[src/fan_pwm_defs.svh]
// Offsets, field positions, reset values and timing counts of the fan block.
`ifndef FAN_PWM_DEFS_SVH
`define FAN_PWM_DEFS_SVH

// ==========================================================================
// Timing
`define CLK_HZ           20000000
`define PWM_HZ           30
`define PWM_SLOTS        300
`define PWM_SLOT_CYCLES  (`CLK_HZ / (`PWM_HZ * `PWM_SLOTS))
`define START_TIME_MS    1000
`define START_CYCLES     ((`CLK_HZ / 1000) * `START_TIME_MS)
`define WINDOW_TIME_MS   2400
`define WINDOW_CYCLES    ((`CLK_HZ / 1000) * `WINDOW_TIME_MS)

// ==========================================================================
// Duty mapping in slots of one period
`define DUTY_MIN_SLOTS   9'h05a
`define DUTY_STEP_SLOTS  9'h00e
`define DUTY_SPAN_SLOTS  16'h00d2
`define DUTY_FULL_SLOTS  9'h12c
`define DEMAND_FULL_CODE 16'h00ff
`define DUTY_OPEN_CODE   4'h2
`define DUTY_RESET       4'h2

// ==========================================================================
// Register offsets
`define REG_CONFIG       3'h0
`define REG_STATUS       3'h1
`define REG_DUTY         3'h2
`define REG_SPEED1       3'h3
`define REG_SPEED2       3'h4

// ==========================================================================
// Configuration and status fields
`define CONFIG_RESET     7'h0a
`define STATUS_F1_OVF    3
`define STATUS_F2_OVF    4
`define STATUS_OVERHEAT  5
`define SPEED_MAX        9'h1ff

`endif

[src/fan_pwm_pkg.sv]
// Types shared by the fan controller modules.
package fan_pwm_pkg;

  // ========================================================================
  // Configuration register, bits 6 down to 0
  typedef struct packed {
    logic       fine_step_select;
    logic       pwm_source_select;
    logic [1:0] fan2_pulses_per_turn;
    logic [1:0] fan1_pulses_per_turn;
    logic       sleep_bit;
  } config_t;

  // ========================================================================
  // Register access from the serial interface front end
  typedef struct packed {
    logic       wr;
    logic [2:0] addr;
    logic [7:0] wdata;
  } reg_req_t;

  typedef struct packed {
    logic       overflow;
    logic [8:0] value;
  } speed_t;

  typedef enum logic [1:0] {
    ST_START,
    ST_RUN,
    ST_SLEEP
  } drive_state_t;

endpackage

[src/fan_pwm_speed_monitor.sv]
// Fan PWM generator with start-up boost, sleep and two speed channels.
//
// Behaviour
// - PWM period is fixed near 30 Hz; only the high time varies.
// - Source select 1 takes duty register, 0 takes analog demand.
// - Source select resets to 0, analog demand in control.
// - Open demand input under analog control gives code 2 duty.
// - Source select may change any time; duty source follows at once.
// - Analog demand maps linearly 30 to 100 percent, never below 30.
// - Demand above full scale under analog control sets overheat flag and pulls alarm low.
// - Four-bit readable, writable duty register used under register control.
// - Duty code steps 4.67 percent from 30 up to 100 percent.
// - Full drive after reset and after leaving sleep.
// - Only the sleep bit stops the drive output.
// - Drive keeps pulsing whatever the measured fan speed.
// - Only qualified sense pulses on each input are counted.
// - Per-fan pulses per turn of 1, 2, 4 or 8.
// - Both pulses-per-turn fields reset to two pulses.
// - Each fan has a read-only 9-bit speed register, 25 RPM units.
// - Fine step reads 9 bits; otherwise 8 bits at 50 RPM.
// - Speed above maximum sets that fan's overflow status bit.
// - Overflow clears after a full window below the maximum.
// - Full drive lasts one second, then selected source applies.
// - Overheat flag and alarm release when duty drops below full.
// - Leaving sleep resets registers except configuration.
`timescale 1ns/1ps
`default_nettype none
`include "fan_pwm_defs.svh"

module fan_pwm_speed_monitor #(
  parameter int unsigned START_CYCLES  = `START_CYCLES,
  parameter int unsigned WINDOW_CYCLES = `WINDOW_CYCLES
) (
  input  wire logic                  I_CLOCK,
  input  wire logic                  I_RST_N,
  input  wire fan_pwm_pkg::reg_req_t I_REG_REQ,
  input  wire logic [7:0]            I_ANALOG_DEMAND_CODE,
  input  wire logic                  I_ANALOG_DEMAND_OPEN,
  input  wire logic                  I_ANALOG_DEMAND_OVER,
  input  wire logic                  I_TACH_INPUT_A,
  input  wire logic                  I_TACH_INPUT_B,
  output logic                       O_PWM_DRIVE_PIN,
  output logic                       O_ALARM_N,
  output logic [8:0]                 O_REG_RDATA
);
  import fan_pwm_pkg::*;

  localparam logic [24:0] START_LAST = 25'(START_CYCLES - 1);
  localparam logic [11:0] SLOT_LAST  = 12'(`PWM_SLOT_CYCLES - 1);
  localparam logic [8:0]  IDX_LAST   = 9'(`PWM_SLOTS - 1);

  config_t      cfg_r;
  logic [3:0]   duty_r;
  logic         overheat_r;
  drive_state_t state_r;
  drive_state_t state_nxt;
  logic [24:0]  start_cnt_r;
  logic [11:0]  slot_cnt_r;
  logic [8:0]   slot_idx_r;
  logic [9:0]   dem_s1_r;
  logic [9:0]   dem_s2_r;
  logic [9:0]   dem_s3_r;
  logic [9:0]   dem_r;
  logic [7:0]   dem_code;
  logic         dem_open;
  logic         dem_over;
  logic [15:0]  dem_prod;
  logic [15:0]  dem_quot;
  logic [8:0]   analog_slots;
  logic [8:0]   reg_slots;
  logic [8:0]   on_slots;
  logic         wr_cfg;
  logic         wr_duty;
  logic         sleeping;
  logic         waking;
  speed_t       speed1;
  speed_t       speed2;
  logic [8:0]   rdata_nxt;

  // ========================================================================
  // Register writes
  assign wr_cfg  = I_REG_REQ.wr && I_REG_REQ.addr == `REG_CONFIG;
  assign wr_duty = I_REG_REQ.wr && I_REG_REQ.addr == `REG_DUTY;
  assign sleeping = (state_r == ST_SLEEP);
  assign waking   = sleeping && !cfg_r.sleep_bit;

  // Configuration survives sleep, so it is only touched by reset and writes.
  always_ff @(posedge I_CLOCK or negedge I_RST_N)
    if (!I_RST_N)
      cfg_r <= `CONFIG_RESET;
    else if (wr_cfg)
      cfg_r <= I_REG_REQ.wdata[6:0];

  always_ff @(posedge I_CLOCK or negedge I_RST_N)
    if (!I_RST_N)
      duty_r <= `DUTY_RESET;
    else if (waking)
      duty_r <= `DUTY_RESET;
    else if (wr_duty)
      duty_r <= I_REG_REQ.wdata[3:0];

  // ========================================================================
  // Analog demand front end
  // Each bit updates only when two stages agree, so a word caught mid-change
  // can hold old and new bits for a cycle; the demand moves slowly.
  always_ff @(posedge I_CLOCK or negedge I_RST_N)
    if (!I_RST_N)
    begin
      dem_s1_r <= '0;
      dem_s2_r <= '0;
      dem_s3_r <= '0;
      dem_r <= '0;
    end
    else
    begin
      dem_s1_r <= {I_ANALOG_DEMAND_OVER, I_ANALOG_DEMAND_OPEN,
                   I_ANALOG_DEMAND_CODE};
      dem_s2_r <= dem_s1_r;
      dem_s3_r <= dem_s2_r;
      dem_r <= (dem_s3_r & ~(dem_s2_r ^ dem_s3_r)) |
               (dem_r & (dem_s2_r ^ dem_s3_r));
    end

  assign dem_code = dem_r[7:0];
  assign dem_open = dem_r[8];
  assign dem_over = dem_r[9];

  // ========================================================================
  // Duty selection in slots of one period
  assign dem_prod = {8'h00, dem_code} * `DUTY_SPAN_SLOTS;
  assign dem_quot = dem_prod / `DEMAND_FULL_CODE;
  assign reg_slots = `DUTY_MIN_SLOTS +
                     9'({5'h00, duty_r} * `DUTY_STEP_SLOTS);

  always_comb
  begin
    if (dem_over)
      analog_slots = `DUTY_FULL_SLOTS;
    else if (dem_open)
      analog_slots = `DUTY_MIN_SLOTS +
                     9'({5'h00, `DUTY_OPEN_CODE} * `DUTY_STEP_SLOTS);
    else
      analog_slots = `DUTY_MIN_SLOTS + dem_quot[8:0];
  end

  assign on_slots = cfg_r.pwm_source_select ? reg_slots
                                            : analog_slots;

  // ========================================================================
  // Drive sequencing
  always_comb
  begin
    state_nxt = state_r;
    case (state_r)
      ST_START:
        if (cfg_r.sleep_bit)
          state_nxt = ST_SLEEP;
        else if (start_cnt_r == START_LAST)
          state_nxt = ST_RUN;
      ST_RUN:
        if (cfg_r.sleep_bit)
          state_nxt = ST_SLEEP;
      ST_SLEEP:
        if (!cfg_r.sleep_bit)
          state_nxt = ST_START;
      default:
        state_nxt = ST_START;
    endcase
  end

  always_ff @(posedge I_CLOCK or negedge I_RST_N)
    if (!I_RST_N)
      state_r <= ST_START;
    else
      state_r <= state_nxt;

  always_ff @(posedge I_CLOCK or negedge I_RST_N)
    if (!I_RST_N)
      start_cnt_r <= '0;
    else if (state_r != ST_START)
      start_cnt_r <= '0;
    else
      start_cnt_r <= start_cnt_r + 25'h0000001;

  // ========================================================================
  // PWM timebase
  // The period never depends on the duty, only the compare point moves.
  always_ff @(posedge I_CLOCK or negedge I_RST_N)
    if (!I_RST_N)
    begin
      slot_cnt_r <= '0;
      slot_idx_r <= '0;
    end
    else if (sleeping)
    begin
      slot_cnt_r <= '0;
      slot_idx_r <= '0;
    end
    else if (slot_cnt_r == SLOT_LAST)
    begin
      slot_cnt_r <= '0;
      slot_idx_r <= (slot_idx_r == IDX_LAST) ? 9'h000
                                             : slot_idx_r + 9'h001;
    end
    else
      slot_cnt_r <= slot_cnt_r + 12'h001;

  // Speed readings never feed this path, so a stalled fan keeps its drive.
  always_ff @(posedge I_CLOCK or negedge I_RST_N)
    if (!I_RST_N)
      O_PWM_DRIVE_PIN <= 1'b0;
    else
      case (state_r)
        ST_START: O_PWM_DRIVE_PIN <= 1'b1;
        ST_RUN:   O_PWM_DRIVE_PIN <= (slot_idx_r < on_slots);
        ST_SLEEP: O_PWM_DRIVE_PIN <= 1'b0;
        default:  O_PWM_DRIVE_PIN <= 1'b0;
      endcase

  // ========================================================================
  // Over-temperature
  always_ff @(posedge I_CLOCK or negedge I_RST_N)
    if (!I_RST_N)
      overheat_r <= 1'b0;
    else if (sleeping)
      overheat_r <= 1'b0;
    else if (dem_over && !cfg_r.pwm_source_select)
      overheat_r <= 1'b1;
    else if (on_slots < `DUTY_FULL_SLOTS)
      overheat_r <= 1'b0;

  assign O_ALARM_N = !overheat_r;

  // ========================================================================
  // Speed channels
  fan_tach_channel #(
    .WINDOW_CYCLES (WINDOW_CYCLES)
  ) u_fan1 (
    .i_clk   (I_CLOCK),
    .i_rst_n (I_RST_N),
    .i_clear (sleeping),
    .i_sense (I_TACH_INPUT_A),
    .i_ppr   (cfg_r.fan1_pulses_per_turn),
    .o_speed (speed1)
  );

  fan_tach_channel #(
    .WINDOW_CYCLES (WINDOW_CYCLES)
  ) u_fan2 (
    .i_clk   (I_CLOCK),
    .i_rst_n (I_RST_N),
    .i_clear (sleeping),
    .i_sense (I_TACH_INPUT_B),
    .i_ppr   (cfg_r.fan2_pulses_per_turn),
    .o_speed (speed2)
  );

  // ========================================================================
  // Register reads
  always_comb
  begin
    rdata_nxt = '0;
    case (I_REG_REQ.addr)
      `REG_CONFIG: rdata_nxt = {2'h0, cfg_r};
      `REG_STATUS:
      begin
        rdata_nxt[`STATUS_F1_OVF]   = speed1.overflow;
        rdata_nxt[`STATUS_F2_OVF]   = speed2.overflow;
        rdata_nxt[`STATUS_OVERHEAT] = overheat_r;
      end
      `REG_DUTY:   rdata_nxt = {5'h00, duty_r};
      `REG_SPEED1: rdata_nxt = cfg_r.fine_step_select ? speed1.value
                             : {1'b0, speed1.value[8:1]};
      `REG_SPEED2: rdata_nxt = cfg_r.fine_step_select ? speed2.value
                             : {1'b0, speed2.value[8:1]};
      default:     rdata_nxt = '0;
    endcase
  end

  always_ff @(posedge I_CLOCK or negedge I_RST_N)
    if (!I_RST_N)
      O_REG_RDATA <= '0;
    else
      O_REG_RDATA <= rdata_nxt;
endmodule
`default_nettype wire

[src/fan_tach_channel.sv]
// One fan speed measurement channel.
`timescale 1ns/1ps
`default_nettype none
`include "fan_pwm_defs.svh"

module fan_tach_channel #(
  parameter int unsigned WINDOW_CYCLES = `WINDOW_CYCLES
) (
  input  wire logic                i_clk,
  input  wire logic                i_rst_n,
  input  wire logic                i_clear,
  input  wire logic                i_sense,
  input  wire logic [1:0]          i_ppr,
  output var  fan_pwm_pkg::speed_t o_speed
);
  import fan_pwm_pkg::*;

  localparam logic [25:0] WIN_LAST = 26'(WINDOW_CYCLES - 1);

  logic        s1_r;
  logic        s2_r;
  logic        s3_r;
  logic        level_r;
  logic        level_d_r;
  logic [25:0] win_r;
  logic [12:0] cnt_r;
  logic [12:0] turns;
  logic        win_end;

  // ========================================================================
  // Qualified sense pulses
  // The comparator output only rises on pulses above the sense threshold.
  always_ff @(posedge i_clk or negedge i_rst_n)
    if (!i_rst_n)
    begin
      s1_r <= 1'b0;
      s2_r <= 1'b0;
      s3_r <= 1'b0;
      level_r <= 1'b0;
      level_d_r <= 1'b0;
    end
    else
    begin
      s1_r <= i_sense;
      s2_r <= s1_r;
      s3_r <= s2_r;
      if (s2_r == s3_r)
        level_r <= s3_r;
      level_d_r <= level_r;
    end

  // ========================================================================
  // Measurement window
  // A window of this length makes one pulse per turn worth one speed unit.
  assign win_end = (win_r == WIN_LAST);

  always_ff @(posedge i_clk or negedge i_rst_n)
    if (!i_rst_n)
      win_r <= '0;
    else if (i_clear || win_end)
      win_r <= '0;
    else
      win_r <= win_r + 26'h0000001;

  always_ff @(posedge i_clk or negedge i_rst_n)
    if (!i_rst_n)
      cnt_r <= '0;
    else if (i_clear || win_end)
      cnt_r <= '0;
    else if (level_r && !level_d_r && cnt_r != 13'h1fff)
      cnt_r <= cnt_r + 13'h0001;

  assign turns = cnt_r >> i_ppr;

  // A full window under the maximum clears the overflow flag by itself.
  always_ff @(posedge i_clk or negedge i_rst_n)
    if (!i_rst_n)
      o_speed <= '0;
    else if (i_clear)
      o_speed <= '0;
    else if (win_end)
    begin
      o_speed.overflow <= (turns > 13'(`SPEED_MAX));
      o_speed.value <= (turns > 13'(`SPEED_MAX)) ? `SPEED_MAX
                                                 : turns[8:0];
    end
endmodule
`default_nettype wire

[config.mk]
export PLATFORM = sky130hd
export DESIGN_NAME = fan_pwm_speed_monitor
export DESIGN_NICKNAME = d
export VERILOG_FILES = /design/src/fan_pwm_pkg.sv /design/src/fan_pwm_speed_monitor.sv /design/src/fan_tach_channel.sv
export VERILOG_INCLUDE_DIRS = /design/src
export SDC_FILE = /design/constraint.sdc
export NUM_CORES = 1
export LEC_CHECK = 0
export BUFFER_PORTS_ARGS = -buffer_cell sky130_fd_sc_hd__buf_2
export CORE_MARGIN = 3
export CORE_UTILIZATION = 40
export CTS_CLUSTER_DIAMETER = 150
export DETAILED_ROUTE_END_ITERATION = 16
export GPL_ROUTABILITY_DRIVEN = 0
export PLACE_DENSITY = 0.53
export SETUP_SLACK_MARGIN = 0.15
export SYNTH_ARGS = -nofsm -noshare
export SYNTH_HDL_FRONTEND = slang
export SYNTH_SLANG_ARGS = --single-unit
[constraint.sdc]
create_clock -name I_CLOCK -period 21.8 [get_ports I_CLOCK]
set_input_delay 2.18 -clock I_CLOCK [delete_from_list [all_inputs] [get_ports I_CLOCK]]
set_output_delay 2.18 -clock I_CLOCK [all_outputs]
set_load 0.005 [all_outputs]
== Word-level counts from Yosys, hierarchy flattened ==
Cells that the tools add are included.
Storage, ports and cells
  flip-flop bits (word level): 218
  logic and storage cells: 139
Cells by class
  add/sub/neg operators: 9
  multiply operators: 2
  divide/modulo/power cells: 1
  order comparisons: 4
  equal/unequal tests: 18
  shifts and indexed selects: 2
  mux-type cells: 37
  bitwise operators: 5
  reduce and logical (&&, ||, !) cells: 26
Operator list (number)
  9-bit 2-to-1 mux: 10
  26-bit by 1-bit adder with 26-bit output (second input constant): 2
  26-bit equality test (second input constant): 2
  13-bit 2-to-1 mux: 4
  26-bit 2-to-1 mux: 2
  10-bit 2-to-1 mux: 4
  13-bit by 1-bit adder with 13-bit output (second input constant): 2
  13-bit by 9-bit greater-than comparator with 1-bit output (second input constant): 2
  13-bit != test (second input constant): 2
  13-bit by 2-bit right shift with 13-bit output: 2
  25-bit by 1-bit adder with 25-bit output (second input constant): 1
  25-bit equality test (second input constant): 1
  25-bit 2-to-1 mux: 1
  12-bit 2-to-1 mux: 2
  10-bit bitwise AND: 2
  16-bit by 8-bit divider with 16-bit output (second input constant): 1
  8-bit by 7-bit multiplier with 15-bit output (second input constant): 1
  3-bit one-hot mux with 5 select lines: 1
  2-bit nonzero test: 7
  12-bit by 1-bit adder with 12-bit output (second input constant): 1
  12-bit equality test (second input constant): 1
  3-bit one-hot mux with 4 select lines: 1
  10-bit NOT: 1
  10-bit OR: 1
  29 further kinds: 50

== Longest topological paths before layout ==
Gate-level depths: netlist (run 1).
  word-level depth: 10
  mapped depth: 54
  mapped depth without buffers: 47

== Hierarchy ==
Synthesis (run 1) repeated with hierarchy kept, for this count alone.
Second synthesis, totals
  cells, all modules: 1603
  area total of the unflattened synthesis: 15150.8 um^2
Modules (own cells, without submodules)
  fan_pwm_speed_monitor: times used 1, cells an instance 1037, area each 9297.7 um^2, seq. area each 2756.4 um^2
  fan_tach_channel: times used 2, cells an instance 283, area each 2926.6 um^2, seq. area each 1351.3 um^2

== Worst setup path after synthesis (run 1) ==
OpenSTA, ideal clock, no wires.
  kind: register to register
  start: register (tool-made name)
  end: register O_PWM_DRIVE_PIN
  setup time: 0.077 ns
  arrival: 11.195 ns
  path slack: 10.527 ns
  cell stages (with the launch flop): 49
  clock period less this slack: 11.273 ns
  cell sequence: dfrtp_1 -> clkbuf_1 -> inv_1 -> ha_1 -> inv_1 -> fa_1 -> inv_1 -> ha_1 -> fa_1 -> ha_1 -> a21o_2 -> xnor2_1 -> or3_1 -> or3_1 -> a2111o_1 -> a221oi_4 -> mux2i_2 -> nand2_1 -> (+13 left out) -> a2111o_1 -> a31o_1 -> nor2b_1 -> or3_1 -> ha_1 -> o41ai_1 -> ha_1 -> a21oi_1 -> nor2b_1 -> o21ai_0 -> nand2b_1 -> a21oi_1 -> nor2b_1 -> o21ai_0 -> nand2b_1 -> a21oi_1 -> o31ai_1 -> a21oi_1
RTL lines
  to (signal assigned): line fan_pwm_speed_monitor.sv:215  | ST_RUN: O_PWM_DRIVE_PIN <= (slot_idx_r < on_slots);
  to (decl): line fan_pwm_speed_monitor.sv:42  | output logic O_PWM_DRIVE_PIN,

==> results.toml, run 1 <==
[synth]
ys_seq_area_share_pct = 37.5
syn_area_per_cell_um2 = 9.36
ys_top_cells_by_count = "230 x nor2_1, 215 x dfrtp_1, 102 x nand2_1, 79 x xor2_1, 75 x nand3_1"
synth.distinct_cells = 119
synth_top_area_share_pct = 36.9
synthArstFlopShare_pct = 100
synth_edf_count = 0
yosys.area.top_type = "dfrtp_1"
synth_area_leaders = "dfrtp_1 37%, ha_1 5.9%, nor2_1 5.9%"
ys_warn_count = 0
synth_fp_nets = 1662
yosysMostFrequentCell = "nor2_1"
synth_area_um2 = 14600
yosys_most_used_dff = "dfrtp_1"
synthCells = 1557
synth-seq-cells = 218

[routing]
viasPerCell = 5.60
drt-met1-wl_um = 16800
firstDrtPassIters = 5
vias = 11500
dr_wl_met2_um = 15100
final_antenna_net_count = 0
drt-initial-drc-count = 679
drc = 0
wl_met3_um = 1290
wl_per_cell_um = 16.5
routed_wl_um = 33800
highest_layer = "met4"

[floorplanning]
rows = 69
pin_count = 37
initial_utilization_pct = 40.8
die_w_um = 197
core_region_area_um2 = 35700
die_h_um = 197
dieArea_um2 = 38700

[clock_network]
clk_latency_ns = 0.52
ctsResizeCount = 0
clkSlewWorstSetupHoldPaths_ns = 0.06
cts_buffer_depth = 3
htreeDepth = 1
cts.hold.buffers_added = 0
root_buffer = "clkbuf_16"
cts_made_buffers = 25
post_cts_buffers = 0
clock_sinks = 218
cts_tree = "built"

[global_routing]
grt_overflow_total = 0
grt_max_degree = 104
grt_pass1_vias = 11100
grt_pass1_wl_um = 57300
antenna_found_initial = 0
grtUsageTotal_pct = 17.5

[layout]
multi_input_area_um2 = 8690
antenna_cells = 0
instances_no_fill = 2050
nets = 1677
drive_above_1_share_pct = 10.7
n_fill_cell = 3484
syn_to_final_growth_pct = 9.83
utilization_pct = 44.8
regArea_um2 = 5460

[worst_hold_path]
hold_depth = 0
worstHoldEndpoint = "u_fan1.s2_r"
worstHoldStart = "u_fan1.s1_r"
hold_class = "register to register"

[worst_setup_path]
required_ns = 22.25
worst_path_max_delay_cell = "a2111o_1"
max_stage_delay_ns = 0.67
startpoint_type = "register"
crit_path_end_kind = "register"
cp_max_fo = 19
r2r.worst_path.cells = 46
path_class = "register to register"
critical_path_arrival_ns = 14.08
rrSetupSlack_ns = 8.16
r2r-end = "O_PWM_DRIVE_PIN"
cp_common_cell = "ha_1"

[sta]
worst_pin_slew_ns = 1.14
slew_headroom_pct = 23.4
grt_setup_unrepaired = "no"
min_period_ns = 13.64
setup_viol = 0
setup_tns_ns = 0
clock_skew_ns = 0.0156
max_freq_mhz = 73.3
slew_violations = 0
finalHoldViolCount = 0
period_share_pct = 62.6

[placement]
placed_cells = 2006
dp_hpwl_um = 24300
io_buffers = 35

[run_status]
outcome = "finished, final reports clean"

[run]
drv_cap = 0
-- worst max-delay path: cells and delay by family, from the launching register on --
family / cells / cell delay [ns]
flip-flops: 1 / 0.54
adder cells (fa/ha/maj): 7 / 2.58
multiplexers: 1 / 0.55
AO/OA/AOI/OAI: 22 / 6.72
buffers and inverters: 4 / 0.46
AND/OR/NAND/NOR: 12 / 2.69
-- kinds of logic after synthesis --
logic type	count (synthesis)	synth area share (%)
AND/OR/NAND/NOR	638	21.8
AO/OA/AOI/OAI	320	16.2
flip-flops	218	37.5
XOR/XNOR	129	7.90
buffers and inverters	105	2.96
adder cells (fa/ha/maj)	91	8.13
multiplexers	56	5.54
-- layout make-up --
cell class	count	share of cell area [%]
Multi-Input combinational cell	1234	54.3
Timing Repair Buffer	43	1.53
Inverter	50	1.17
Clock inverter	10	0.860
Clock buffer	34	4.37
Tap cell	461	3.61
Sequential cell	218	34.1
-- metal layers --
metal / up-vias / track usage [%]
met1: 5539 / 25.8
met4: 0 / 4.22
met3: 48 / 2.22
li1: 5706 / -
met5: - / 0
met2: 188 / 27.5
-- metrics by stage --
step / setup slack [ns] / hold slack (ns) / instance area (um2)
4_1_cts: 8.26 / 0.341 / 16000
2_1_floorplan: 10.53 / 0.331 / 14600
6_report: 8.16 / 0.338 / 16000
5_1_grt: 7.10 / 0.343 / 16000
3_3_place_gp: 8.31 / 0.334 / 15200
3_5_place_dp: 8.30 / 0.335 / 15200
-- registers in the layout, summed over array words and instances (netlist names), 10 cells and up, named ones only --
signal	flops
start_cnt_r	25
u_fan1.o_speed	10
dem_s1_r	10
u_fan2.win_r	26
u_fan1.cnt_r	13
u_fan2.o_speed	10
dem_s2_r	10
dem_s3_r	10
slot_cnt_r	12
u_fan2.cnt_r	13
u_fan1.win_r	26
-- cell usage in the layout, fill, tap and decap left out, drive strengths merged, types with 17 or more instances in the layout --
cell type | netlist | routed
nor2 | 231 | 231
or3 | 25 | 25
nand4 | 30 | 30
dfrtp | 215 | 215
nor3 | 39 | 39
nand3 | 76 | 76
mux4 | 18 | 18
buf | 16 | 43
a211oi | 29 | 29
o21ai | 72 | 72
clkbuf | 39 | 34
and3 | 34 | 34
xor2 | 80 | 80
nand2 | 103 | 103
a21oi | 66 | 66
xnor2 | 48 | 48
mux2i | 27 | 27
ha | 69 | 69
inv | 50 | 51
nor4 | 17 | 17
-- worst max-delay path by stage --
stage                  start         endpoint  slack, ns  depth (start not counted)
global route        register  O_PWM_DRIVE_PIN       7.10                         45
detailed placement  register  O_PWM_DRIVE_PIN       8.30                         46
finish              register  O_PWM_DRIVE_PIN       8.16                         46
global placement    register  O_PWM_DRIVE_PIN       8.31                         46
CTS                 register  O_PWM_DRIVE_PIN       8.26                         46
floorplan           register  O_PWM_DRIVE_PIN      10.53                         48
Power of run 1 is not shown: default switching activity piles up to over one toggle a cycle in this logic, so the estimate is an artifact.
==> run 2: changes to the inputs <==
Settings changed: PLACE_DENSITY 0.53 to 0.55.
Clock period 21.8 ns to 11.8 ns, I/O delays scaled along.
==> results.toml, run 2 (same netlist as run 1, synthesis figures left out) <==
[run_status]
outcome = "finished, final reports clean"

[sta]
finalHoldViolCount = 0
worst_pin_slew_ns = 1.17
grt_setup_unrepaired = "no"
max_freq_mhz = 89.3
period_share_pct = 94.9
setup_viol = 0
min_period_ns = 11.19
slew_headroom_pct = 21.5
slew_violations = 0
clock_skew_ns = 0.0201

[worst_setup_path]
max_stage_delay_ns = 0.49
crit_end = "O_PWM_DRIVE_PIN"
crit_path_end_kind = "register"
r2r.worst_path.cells = 48
cp_common_cell = "or3_4"
path_class = "register to register"
worst_path_max_delay_cell = "fa_1"
r2r-end = "O_PWM_DRIVE_PIN"
rrSetupSlack_ns = 0.61
cp_max_fo = 6
startpoint_type = "register"
required_ns = 12.25
critical_path_arrival_ns = 11.64

[global_routing]
use_met3_pct = 1.71
gr-usage-met1_pct = 25.2
use_met2_pct = 28.6
top_usage_layer = "met2"
grt_overflow_total = 0
grt_max_degree = 99
antenna_found_initial = 0
grtUsageTotal_pct = 17.4
grt_pass1_wl_um = 57200
grt_pass1_vias = 11400

[routing]
viasPerCell = 5.58
wl_per_cell_um = 16.2
drt-initial-drc-count = 718
firstDrtPassIters = 5
drc = 0
routed_wl_um = 34800
final_antenna_net_count = 0
vias = 11900

[floorplanning]
core_region_area_um2 = 35700
rows = 69
initial_utilization_pct = 40.8
die_h_um = 197
pin_count = 37
dieArea_um2 = 38700
die_w_um = 197

[clock_network]
htreeDepth = 1
clock_sinks = 218
cts_buffer_depth = 3
cts.hold.buffers_added = 0
cts_made_buffers = 24
root_buffer = "clkbuf_16"
clk_latency_ns = 0.52
clkSlewWorstSetupHoldPaths_ns = 0.06
cts_tree = "built"

[layout]
n_fill_cell = 3412
final_common_cell = "nor2_1"
final_cell_mix = "227 x nor2_1, 215 x dfrtp_1, 99 x nand2_1"
syn_to_final_growth_pct = 17.6
nets = 1770
antenna_cells = 0
utilization_pct = 47.9
drive_above_1_share_pct = 18.8
largest_registers = "u_fan1.win_r: 26 flops, u_fan2.win_r: 26 flops, start_cnt_r: 25 flops"

[run]
drv_cap = 0

[worst_hold_path]
hold_depth = 0
hold_class = "register to register"

[placement]
dp_hpwl_um = 25100
io_buffers = 35
## run 2: repair_timing
| item | CTS | global route |
|---|---|---|
| pin swaps | 5 | 28 |
| buffers inserted | 2 | 16 |
| gates cloned | 0 | 1 |
| endpoints found under the setup margin | 1 | 1 |
| endpoints found under the hold margin | 0 | 0 |
| resized for setup | 3 | 80 |
## run 2: cell type report
cell class,instances,area (um2),area share [%]
multi-input cells,1235,9120,53.2
flip-flops and latches,218,5460,31.9
repair buffers,136,955,5.57
clock buffers,33,696,4.06
well taps,461,577,3.37
inverters,50,188,1.10
clock inverters,10,138,0.803
## run 2: how the worst min path moves through the flow
stage                           start     endpoint  slack, ns
after global placement    dem_s1_r[5]  dem_s2_r[5]       0.33
after global routing      dem_s1_r[6]  dem_s2_r[6]       0.35
after floorplan           dem_s1_r[0]  dem_s2_r[0]       0.33
final                     dem_s1_r[1]  dem_s2_r[1]       0.35
after detailed placement  dem_s1_r[1]  dem_s2_r[1]       0.33
after CTS                 dem_s1_r[1]  dem_s2_r[1]       0.35
## run 2: layer usage
layer / part of all wire (%) / vias to the layer above / routed length [um]
met1: 48 / 5804 / 16800
met5: 0 / - / 0
met4: 1.7 / 0 / 585
li1: - / 5886 / -
met3: 3.4 / 50 / 1170
met2: 47 / 209 / 16200
## run 2: per-stage QoR
step                setup slack (ns)  setup TNS (ns)  instance area [um2]  cells  hold slack (ns)
floorplan                      0.527               0                14600   1557            0.331
global placement               0.130               0                15700   2081            0.334
detailed placement           -0.0257         -0.0257                15700   2081            0.335
CTS                            0.163               0                16600   2126            0.348
global route                  0.0853               0                17100   2143            0.352
finish                         0.605               0                17100   2143            0.347
## run 2: critical path, delay by kind of cell (launching register included)
family	cells	cell delay [ns]
AOI/OAI and AO/OA	18	4.39
xor gates and xnor gates	2	0.28
adders and majority gates	7	2.21
buffers and inverters	5	0.53
DFF	1	0.36
muxes	2	0.72
and+or+nand+nor	14	2.60
Power of run 2 is left out for the same reason.
==> run 3: changes to the inputs <==
Settings changed: CTS_CLUSTER_SIZE set to 24, SYNTH_HIERARCHICAL set to 1.
==> results.toml, run 3 <==
[sta]
setup_tns_ns = 0
max_freq_mhz = 91.5
slew_violations = 0
setup_viol = 0
finalHoldViolCount = 0
period_share_pct = 92.6
clock_skew_ns = 0.0294
slew_headroom_pct = 31.1
worst_pin_slew_ns = 1.02
grt_setup_unrepaired = "no"
finalWorstSetupSlack_ns = 0.876
whs_ns = 0.355
min_period_ns = 10.92

[layout]
syn_to_final_growth_pct = 8.11
drive_above_1_share_pct = 12.7
largest_registers = "u_fan1/win_r: 26 flops, u_fan2/win_r: 26 flops, start_cnt_r: 25 flops"
n_fill_cell = 3592
instances_no_fill = 2124
final_cell_mix = "214 x dfrtp_1, 145 x nor2_1, 99 x nand2_1"
multi_input_area_um2 = 9210
final_common_cell = "dfrtp_1"
nets = 1721
regArea_um2 = 5460

[worst_hold_path]
hold_class = "register to register"
worstHoldStart = "dem_s1_r[6]"
worstHoldEndpoint = "dem_s2_r[6]"
hold_depth = 0

[routing]
viasPerCell = 5.78
final_antenna_net_count = 0
routed_wl_um = 35500
drc = 0
vias = 12300
drt-initial-drc-count = 995
wl_per_cell_um = 16.7
firstDrtPassIters = 5

[power_and_ir_drop]
clkPwrFrac_pct = 9.2
cell_internal_pwr_mw = 2.41
power.leakage_nw = 6.69
swShare_pct = 52.1
seqPwrFrac_pct = 17.2
power_switching_mw = 2.62
p_comb_share_pct = 73.6
ir_drop_mv = 0.222
p_per_area_nw_per_um2 = 307

[clock_network]
clk_latency_ns = 0.48
htreeDepth = 1
cts_made_buffers = 13
clock_sinks = 218
clkSlewWorstSetupHoldPaths_ns = 0.09
cts_tree = "built"
cts_buffer_depth = 3
root_buffer = "clkbuf_16"

[synth]
synth_edf_count = 0
yosys_most_used_dff = "dfrtp_1"
synth_area_leaders = "dfrtp_1 36%, ha_1 5.7%, nor2_1 3.6%"
synth-seq-cells = 218
ys_seq_area_share_pct = 36.0
ys_warn_count = 6
syn_area_per_cell_um2 = 9.45
synth_top_area_share_pct = 35.5
yosysMostFrequentCell = "dfrtp_1"
synth.distinct_cells = 115
ys_top_cells_by_count = "215 x dfrtp_1, 146 x nor2_1, 99 x nand2_1, 86 x a21oi_1, 70 x nand3_1"
synth_area_um2 = 15200
synthArstFlopShare_pct = 100
synthCells = 1603
synth_fp_nets = 1708
yosys.area.top_type = "dfrtp_1"

[floorplanning]
dieArea_um2 = 40200
pin_count = 37
die_w_um = 201
die_h_um = 201
core_region_area_um2 = 37000
rows = 70
initial_utilization_pct = 41.0

[global_routing]
grt_max_degree = 78
grtUsageTotal_pct = 17.3
grt_pass1_wl_um = 60600
grt_pass1_vias = 11700
antenna_found_initial = 3
grt_overflow_total = 0

[worst_setup_path]
worst_path_max_delay_cell = "or3_4"
rrSetupSlack_ns = 0.88
cp_common_cell = "ha_1"
max_stage_delay_ns = 0.50
crit_path_end_kind = "register"
r2r-end = "O_PWM_DRIVE_PIN"
r2r.worst_path.cells = 46
startpoint_type = "register"
path_class = "register to register"
required_ns = 12.20
cp_max_fo = 10
critical_path_arrival_ns = 11.32

[placement]
dp_hpwl_um = 25700
pre_cts_slack_ns = 0.367
placed_cells = 2094
io_buffers = 35

[run]
drv_cap = 0

[run_status]
outcome = "finished, final reports clean"
[run 3: per-stage QoR]
| stage | util, % | area [um2] | total power, mW |
|---|---|---|---|
| final | 44.3 | 16400 | 5.03 |
| after global routing | 44.3 | 16400 | 5.45 |
| after CTS | 43.7 | 16100 | 4.85 |
| after detailed placement | 42.7 | 15800 | 4.36 |
| after global placement | 42.7 | 15800 | 4.33 |
| after floorplan | - | 15200 | 3.57 |
[run 3: what timing repair did]
action                     4_1_cts  5_1_grt
setup buffers                    0       11
resized for setup                0       26
hold buffers                     0        0
setup endpoints to repair        0        2
[run 3: metal layers]
metal  global-route usage, %  vias up  wire [um]
li1                        -     6056          -
met1                    25.3     5994      17300
met2                    28.6      196      16600
met3                    1.64       32       1190
met4                    2.96        4        407
met5                       0        -         21
[run 3: power by group through the flow]
stage / clock network (mW) / registers [mW] / logic [mW]
final: 0.460 / 0.866 / 3.70
after global routing: 0.509 / 0.879 / 4.06
after CTS: 0.484 / 0.868 / 3.50
after detailed placement: 0 / 0.882 / 3.47
after global placement: 0 / 0.881 / 3.45
after floorplan: 0 / 0.847 / 2.72
[run 3: cell families after synthesis]
group	count (synthesis)	synth area share, %
flip-flops	218	36.0
AO/OA/AOI/OAI	414	19.8
adder cells (fa/ha/maj)	91	7.81
buffers and inverters	134	4.20
XOR/XNOR	91	5.51
AND/OR/NAND/NOR	600	21.2
multiplexers	55	5.43
[run 3: worst max-delay path, delay by kind of cell, from the launching register on]
family	cells	cell delay, ns
mux	1	0.40
fa+ha+maj	7	2.54
buf+inv	3	0.45
flops	1	0.44
xor+xnor	2	0.33
simple gates	17	3.14
compound gates	16	3.53
[run 3: cell type report]
type / instances / area share (%)
sequential: 218 / 33.3
multi-input combinational: 1251 / 56.2
antenna: 1 / 0.0153
inverter: 57 / 1.31
clock inverter: 1 / 0.183
timing repair buffer: 75 / 2.99
clock buffer: 17 / 2.08
tap: 504 / 3.85
[run 3: worst max-delay path by stage]
stage / endpoint / slack [ns] / from
detailed placement: O_PWM_DRIVE_PIN / 0.37 / register
global route: O_PWM_DRIVE_PIN / 0.16 / register
floorplan: O_PWM_DRIVE_PIN / 1.50 / register
global placement: O_PWM_DRIVE_PIN / 0.38 / register
finish: O_PWM_DRIVE_PIN / 0.88 / register
CTS: O_PWM_DRIVE_PIN / 0.29 / register
Note: power is estimated with default switching activity, not from simulation.
